==> src/include/baud_gen_cfg.svh <==
`ifndef BAUD_GEN_CFG_SVH
`define BAUD_GEN_CFG_SVH

// ----------------------------------------
// register offsets
// ----------------------------------------
`define BAUD_DIV_HIGH_OFS 8'h00
`define BAUD_DIV_LOW_OFS 8'h01
`define SERIAL_CTRL_TWO_OFS 8'h02
`define GEN_STATUS_OFS 8'h03

// ----------------------------------------
// fields and reset values
// ----------------------------------------
`define DIV_UPPER_MSB 4
`define CTRL_TX_ON_BIT 3
`define CTRL_RX_ON_BIT 2
`define DIV_HIGH_RST 5'h00
`define DIV_LOW_RST 8'h04
`define OVERSAMPLE 5'h10

`endif

==> src/include/baud_gen_pkg.sv <==
package baud_gen_pkg;
  typedef logic [12:0] divisor_t;
  typedef struct packed {
    logic [7:0] addr;
    logic [7:0] wdata;
    logic wr;
    logic rd;
  } reg_req_s;
  typedef struct packed {
    logic rx_on;
    logic tx_on;
  } path_on_s;
endpackage

==> src/rtl/uart_baud_rate_generator.sv <==
// The register offsets and the plain strobed port were left to the implementer.
`timescale 1ns/1ns
`include "baud_gen_cfg.svh"

module uart_baud_rate_generator
  import baud_gen_pkg::*;
(
  input wire logic ref_clk_i,
  input wire logic rst_i,
  input wire reg_req_s req_i,
  input wire logic stop_mode_i,
  output logic [7:0] rdata_o,
  output logic tick16_o,
  output logic baud_tick_o,
  output logic rx_path_on_o,
  output logic tx_path_on_o,
  output logic pins_owned_o
);

  // ----------------------------------------
  // registers
  // ----------------------------------------
  logic [4:0] high_buf_q;
  divisor_t combined_divisor_q;
  path_on_s path_q;
  logic armed_q;
  divisor_t cnt_q;
  logic [3:0] sub_q;
  logic running;
  logic wr_ok;

  // stop mode freezes bus writes too; reads still answer
  assign wr_ok = req_i.wr && !stop_mode_i;

  function automatic logic hit(input logic [7:0] a, input logic [7:0] ofs);
    hit = (a == ofs);
  endfunction

  always_ff @(posedge ref_clk_i) begin
    if (rst_i) begin
      high_buf_q <= `DIV_HIGH_RST;
    end else if (wr_ok && hit(req_i.addr, `BAUD_DIV_HIGH_OFS)) begin
      high_buf_q <= req_i.wdata[`DIV_UPPER_MSB:0];
    end
  end

  always_ff @(posedge ref_clk_i) begin
    if (rst_i) begin
      combined_divisor_q <= {`DIV_HIGH_RST, `DIV_LOW_RST};
    end else if (wr_ok && hit(req_i.addr, `BAUD_DIV_LOW_OFS)) begin
      combined_divisor_q <= {high_buf_q, req_i.wdata};
    end
  end

  // armed stays set once an enable has been written to 1
  always_ff @(posedge ref_clk_i) begin
    if (rst_i) begin
      path_q <= '0;
      armed_q <= 1'b0;
    end else if (wr_ok && hit(req_i.addr, `SERIAL_CTRL_TWO_OFS)) begin
      path_q.rx_on <= req_i.wdata[`CTRL_RX_ON_BIT];
      path_q.tx_on <= req_i.wdata[`CTRL_TX_ON_BIT];
      if (req_i.wdata[`CTRL_RX_ON_BIT] || req_i.wdata[`CTRL_TX_ON_BIT]) begin
        armed_q <= 1'b1;
      end
    end
  end

  assign running = armed_q && (combined_divisor_q != 13'h0000) && !stop_mode_i;

  // ----------------------------------------
  // divider
  // ----------------------------------------
  always_ff @(posedge ref_clk_i) begin
    if (rst_i) begin
      cnt_q <= 13'h0000;
      tick16_o <= 1'b0;
    end else if (!running) begin
      // stop keeps the count so the rate resumes in phase afterwards
      if (!stop_mode_i) begin
        cnt_q <= 13'h0000;
      end
      tick16_o <= 1'b0;
    // >= so a smaller divisor written mid-count wraps at once, not after 8191 cycles
    end else if (cnt_q >= combined_divisor_q - 13'h0001) begin
      cnt_q <= 13'h0000;
      tick16_o <= 1'b1;
    end else begin
      cnt_q <= cnt_q + 13'h0001;
      tick16_o <= 1'b0;
    end
  end

  always_ff @(posedge ref_clk_i) begin
    if (rst_i) begin
      sub_q <= 4'h0;
      baud_tick_o <= 1'b0;
    end else if (!running) begin
      if (!stop_mode_i) begin
        sub_q <= 4'h0;
      end
      baud_tick_o <= 1'b0;
    end else begin
      if (cnt_q >= combined_divisor_q - 13'h0001) begin
        sub_q <= sub_q + 4'h1;
      end
      baud_tick_o <= (cnt_q >= combined_divisor_q - 13'h0001) && (sub_q == 4'hF);
    end
  end

  // ----------------------------------------
  // read port
  // ----------------------------------------
  always_ff @(posedge ref_clk_i) begin
    if (rst_i) begin
      rdata_o <= 8'h00;
    end else if (req_i.rd) begin
      if (hit(req_i.addr, `BAUD_DIV_HIGH_OFS)) begin
        rdata_o <= {3'h0, combined_divisor_q[12:8]};
      end else if (hit(req_i.addr, `BAUD_DIV_LOW_OFS)) begin
        rdata_o <= combined_divisor_q[7:0];
      end else if (hit(req_i.addr, `SERIAL_CTRL_TWO_OFS)) begin
        rdata_o <= {4'h0, path_q.tx_on, path_q.rx_on, 2'h0};
      end else if (hit(req_i.addr, `GEN_STATUS_OFS)) begin
        rdata_o <= {6'h00, armed_q, running};
      end else begin
        rdata_o <= 8'h00;
      end
    end else begin
      rdata_o <= 8'h00;
    end
  end

  assign rx_path_on_o = path_q.rx_on;
  assign tx_path_on_o = path_q.tx_on;
  assign pins_owned_o = path_q.rx_on || path_q.tx_on;

  // ----------------------------------------
  // checks
  // ----------------------------------------
  property p_zero_stops;
    @(posedge ref_clk_i) disable iff (rst_i)
      (combined_divisor_q == 13'h0000) |=> !tick16_o;
  endproperty
  a_zero_stops: assert property (p_zero_stops) else $error("tick with zero divisor");

  property p_idle_unarmed;
    @(posedge ref_clk_i) disable iff (rst_i)
      !armed_q |=> !tick16_o && !baud_tick_o;
  endproperty
  a_idle_unarmed: assert property (p_idle_unarmed) else $error("tick before enable");

  property p_stop_halts;
    @(posedge ref_clk_i) disable iff (rst_i)
      stop_mode_i |=> !tick16_o && $stable(cnt_q);
  endproperty
  a_stop_halts: assert property (p_stop_halts) else $error("runs in stop");

  property p_high_buffered;
    @(posedge ref_clk_i) disable iff (rst_i)
      (wr_ok && hit(req_i.addr, `BAUD_DIV_HIGH_OFS)) |=> $stable(combined_divisor_q);
  endproperty
  a_high_buffered: assert property (p_high_buffered) else $error("high byte not buffered");

  property p_low_loads;
    @(posedge ref_clk_i) disable iff (rst_i)
      (wr_ok && hit(req_i.addr, `BAUD_DIV_LOW_OFS))
        |=> combined_divisor_q == {$past(high_buf_q), $past(req_i.wdata)};
  endproperty
  a_low_loads: assert property (p_low_loads) else $error("divisor load wrong");

  property p_pins;
    @(posedge ref_clk_i) disable iff (rst_i)
      (wr_ok && hit(req_i.addr, `SERIAL_CTRL_TWO_OFS)
        && (req_i.wdata[`CTRL_RX_ON_BIT] || req_i.wdata[`CTRL_TX_ON_BIT])) |=> pins_owned_o;
  endproperty
  a_pins: assert property (p_pins) else $error("pins not owned");

  property p_tick_single;
    @(posedge ref_clk_i) disable iff (rst_i)
      (tick16_o && combined_divisor_q > 13'h0001) |=> !tick16_o;
  endproperty
  a_tick_single: assert property (p_tick_single) else $error("tick too long");

  property p_div2_period;
    @(posedge ref_clk_i) disable iff (rst_i)
      (tick16_o && running && combined_divisor_q == 13'h0002 && !stop_mode_i && !wr_ok)
        ##1 (running && !wr_ok) |=> tick16_o;
  endproperty
  a_div2_period: assert property (p_div2_period) else $error("rate wrong");

  c_tick: cover property (@(posedge ref_clk_i) tick16_o);
  c_baud: cover property (@(posedge ref_clk_i) baud_tick_o);
  c_stop: cover property (@(posedge ref_clk_i) running ##1 stop_mode_i);
  c_reload: cover property (@(posedge ref_clk_i)
    (wr_ok && hit(req_i.addr, `BAUD_DIV_LOW_OFS)) ##1 running);

  property p_wrap_resets;
    @(posedge ref_clk_i) disable iff (rst_i)
      (running && cnt_q >= combined_divisor_q - 13'h0001) |=> (cnt_q == 13'h0000) && tick16_o;
  endproperty
  a_wrap_resets: assert property (p_wrap_resets) else $error("wrap missed");

  property p_armed_sticky;
    @(posedge ref_clk_i) disable iff (rst_i)
      armed_q |=> armed_q;
  endproperty
  a_armed_sticky: assert property (p_armed_sticky) else $error("armed lost");

  property p_stop_no_write;
    @(posedge ref_clk_i) disable iff (rst_i)
      (req_i.wr && stop_mode_i)
        |=> $stable(combined_divisor_q) && $stable(high_buf_q) && $stable(path_q);
  endproperty
  a_stop_no_write: assert property (p_stop_no_write) else $error("write taken in stop");

  property p_read_high;
    @(posedge ref_clk_i) disable iff (rst_i)
      (req_i.rd && hit(req_i.addr, `BAUD_DIV_HIGH_OFS)) |=> (rdata_o[7:5] == 3'h0);
  endproperty
  a_read_high: assert property (p_read_high) else $error("high byte upper bits set");

endmodule

==> config.mk <==
export PLATFORM = sky130hd
export DESIGN_NAME = uart_baud_rate_generator
export DESIGN_NICKNAME = d
export VERILOG_FILES = /design/src/include/baud_gen_pkg.sv /design/src/rtl/uart_baud_rate_generator.sv
export VERILOG_INCLUDE_DIRS = /design/src /design/src/include
export SDC_FILE = /design/constraint.sdc
export NUM_CORES = 1
export LEC_CHECK = 0
export BUFFER_PORTS_ARGS = -buffer_cell sky130_fd_sc_hd__buf_2
export CORE_ASPECT_RATIO = 0.7
export CORE_MARGIN = 5
export CORE_UTILIZATION = 64
export CTS_BUF_LIST = sky130_fd_sc_hd__clkbuf_8
export DETAILED_ROUTE_END_ITERATION = 8
export PLACE_DENSITY = 0.88
export SYNTH_ARGS = -nofsm -noshare
export SYNTH_HDL_FRONTEND = slang
export SYNTH_SLANG_ARGS = --single-unit
==> constraint.sdc <==
create_clock -name ref_clk_i -period 5.05 [get_ports ref_clk_i]
set_clock_uncertainty 0.05 [all_clocks]
set_input_delay 1.01 -clock ref_clk_i [delete_from_list [all_inputs] [get_ports ref_clk_i]]
set_output_delay 1.01 -clock ref_clk_i [all_outputs]
set_load 0.01 [all_outputs]
==> results by group <==
Run status
  – Outcome: complete, no violations

STA
  – Setup ws final: 1647 ps
  – RSZ-0062 raised after global routing: false
  – Final Max Tran Viols: 0
  – Setup TNS: 0 ps
  – Slew @ Worst Pin: 778.9 ps
  – Hold Slack: 409.6 ps
  – Highest clock rate: 293.8 MHz
  – Fin. Hold Viols: 0
  – Worst slew margin: about 48%
  – Final Cycle Share: 67.39%
  – Fin crit period: 3403 ps
  – Setup violators final: 0

Floorplanning
  – # rows: 18
  – DIE AREA: 5212 um2
  – Die H: approximately 62 um
  – Core box area: ~3600 um2
  – IO Pins: 34
  – Initial Utilization: 67.98%
  – Die Wd: 84.18 um

Global route
  – GRT overflow: 0
  – Busiest grt layer: met2
  – Met2 GRT Util: between 30% and 40%
  – All-Layer GR Usage: 22.69%
  – GR Util met3: 6.192%
  – Largest net degree at the start of global routing: 32
  – First-pass GRT wire length: approximately 9.2 mm
  – Met1 usage: 30.69%
  – Initial antenna violation count: 0
  – Number of global-route vias before repair: about 1900

Pwr
  – Worst vdd ir: 183.8 uV
  – Pwr Total: 0.7023 mW
  – Power per cell area: 253.6 nW/um2
  – Leakage: about 1.2 nW

Place
  – Post-DP HPWL: 4.247 mm
  – Pre-CTS setup slack: 1752 ps
  – Placed insts: 350
  – Input/output buffers: 33
  – Placer Congestion: 0.8303
  – Cell Area, Placed: about 2600 um2

Synth
  – Post-Syn Instances: 277
  – Synth Flop Type: dfxtp_1
  – Ys async rst share: 0%
  – Post-synth net total: 315
  – Sequential area share after synthesis: between 30% and 40%
  – Synth cell types: 40
  – Synthesized area: 2465 um2
  – Synth warnings: 0
  – Syn_area_per_cell: 8.898 um2
  – EDFF count, synth: 0
  – Synth Register Bits: 48

Routing
  – DR WL/cell: 15.95 um
  – DRC viols: 0
  – Total number of vias: 2078
  – Drt pass-1 iters: 4
  – ANT nets after route: 0
  – Via density: 5.804
  – Final wirelength: around 5.7 mm
  – DRT iter0 DRCs: 162

Clock tree
  – Clock Path Buffers: 2
  – Post-CTS Setup Inserts: 0
  – Clk Latency, worst-skew pair: 300 ps
  – Clock sink count: 48
  – H-tree depth: 2
  – Clock root buffer: clkbuf_8
  – Number of CTS-inserted buffers: 5
  – Hold Buf Count CTS: 0
  – CTS resizes: 0
  – Clk slew on worst S/H paths: 80 ps
  – TritonCTS clock tree: done

Worst setup path
  – Register-to-register setup slack: 1650 ps
  – WS Path Type: reg -> reg
  – Worst setup EP type: flop
  – Crit Reg-Reg Endpoint: cnt_q[12]$_SDFFE_PP0P_
  – WP data arrival: between 3000 and 4000 ps
  – Critical Path RT: 5240 ps
  – Crit Path Max Fanout: 12
  – Worst Setup Start Kind: flop
  – Reg-to-Reg Start: combined_divisor_q[2]$_SDFFE_PP1P_
  – R2R depth: 11

Min path
  – Hold Path Stages: 2
  – Hold WC Path Type: reg -> reg
  – Hold_sp: high_buf_q[3]$_SDFFE_PP0P_
  – Hold Crit Endpoint: high_buf_q[3]$_SDFFE_PP0P_

Cells and area
  – FILL cells: 267
  – Final Instance Area: between 2000 and 3000 um2
  – Cell Count, Final, Fillers Out: 358
  – # nets final: approximately 350
  – Area grow syn2layout: 12.34%
  – Layout Utilization: 76.36%
  – Layout cells sized above 1: 16.23%
  – Antenna cells: 0

Run
  – Max_cap viols: 0
## state kept, by name (all words and copies together) (netlist names)
register,flops
rdata_o,8
tick16_o,1
tx_path_on_o,1
high_buf_q,5
rx_path_on_o,1
cnt_q,13
sub_q,4
combined_divisor_q,13
armed_q,1
baud_tick_o,1
## critical path, cell delays in order, from the launching register on
cell,delay (ps)
dfxtp_1,390
nor4_1,360
nand2_1,180
or3_1,340
xor2_1,160
ha_1,320
a21oi_1,150
o21ai_0,150
a21o_1,220
a211oi_1,540
o21bai_2,300
nor2_1,170
## power breakdown
group	total (mW)	internal, mW	leakage [nW]	switching, mW
logic	0.0262	0.00998	0.798	0.0162
clock network	0.297	0.175	0.0645	0.122
registers	0.379	0.379	0.387	0.000923
total	0.702	0.563	1.25	0.139
## kinds of logic (layout without fill, tap and decap cells)
logic type / Yosys count / after routing / share of synthesized area [%]
fa+ha+maj: 17 / 17 / 8.629
compound gates: 35 / 35 / 9.848
xor+xnor: 23 / 23 / 8.172
mux: 18 / 18 / 7.360
simple gates: 120 / 120 / 24.06
flops: 48 / 48 / 38.98
buf+inv: 16 / 47 / 2.944
## synthesized netlist by cell type (all sizes together), types with 2 or more instances
cell type / number / area, um2
xor2: 13 / 113.9
nand2b: 2 / 12.51
nor2b: 2 / 12.51
a21oi: 15 / 75.07
and3: 6 / 37.54
nor2: 49 / 186.4
inv: 6 / 22.52
nand3b: 6 / 45.04
and4b: 2 / 20.02
buf: 3 / 23.77
or4: 2 / 22.52
xnor2: 10 / 87.58
or3: 2 / 12.51
nor3: 4 / 20.02
nand3: 10 / 50.05
dfxtp: 48 / 960.9
a22oi: 2 / 20.02
o21ai: 6 / 30.03
nand4b: 2 / 17.52
a211o: 2 / 17.52
ha: 17 / 212.7
a31oi: 2 / 12.51
or2: 2 / 12.51
clkbuf: 7 / 26.28
nand4: 6 / 37.54
nand2: 21 / 78.83
mux2i: 17 / 170.2
a21o: 3 / 22.52
nor4: 3 / 18.77
## metal layers
layer,share of wire [%],vias to the layer above
li1,-,1023
met1,45,964
met2,44,80
met3,9.1,11
met4,2.0,0
met5,0,-
## worst max path at each step
stage / from / endpoint / slack (ps) / depth (start not counted)
after detailed placement: combined_divisor_q[2]$_SDFFE_PP1P_ / cnt_q[12]$_SDFFE_PP0P_ / 1750 / 11
after global routing: combined_divisor_q[2]$_SDFFE_PP1P_ / cnt_q[12]$_SDFFE_PP0P_ / 1430 / 11
final: combined_divisor_q[2]$_SDFFE_PP1P_ / cnt_q[12]$_SDFFE_PP0P_ / 1650 / 11
after global placement: req_i[17] / combined_divisor_q[2]$_SDFFE_PP1P_ / 1880 / 5
after CTS: combined_divisor_q[2]$_SDFFE_PP1P_ / cnt_q[12]$_SDFFE_PP0P_ / 1710 / 11
after floorplan: combined_divisor_q[6]$_SDFFE_PP0P_ / cnt_q[10]$_SDFFE_PP0P_ / 2150 / 11
## cells in the final DEF (no fill, tap or decap), types with 4 or more instances in the layout
cell type / n
a21oi_1: 15
and3_1: 6
buf_2: 33
clkbuf_8: 7
dfxtp_1: 48
ha_1: 17
inv_1: 6
mux2i_1: 17
nand2_1: 21
nand3_1: 10
nand3b_1: 6
nand4_1: 6
nor2_1: 48
nor3_1: 4
o21ai_0: 6
xnor2_1: 10
xor2_1: 13
## area by class of cell
| class | count | area [um2] | area share [%] |
|---|---|---|---|
| well taps | 50 | 62.56 | 2.259 |
| clock buffers | 7 | 96.34 | 3.479 |
| repair buffers | 33 | 165.2 | 5.965 |
| multi-input cells | 213 | 1431 | 51.69 |
| inverters | 6 | 22.52 | 0.8134 |
| flip-flops and latches | 48 | 960.9 | 34.70 |
| clock inverters | 1 | 30.03 | 1.084 |
(Power assumes the default switching activity.)
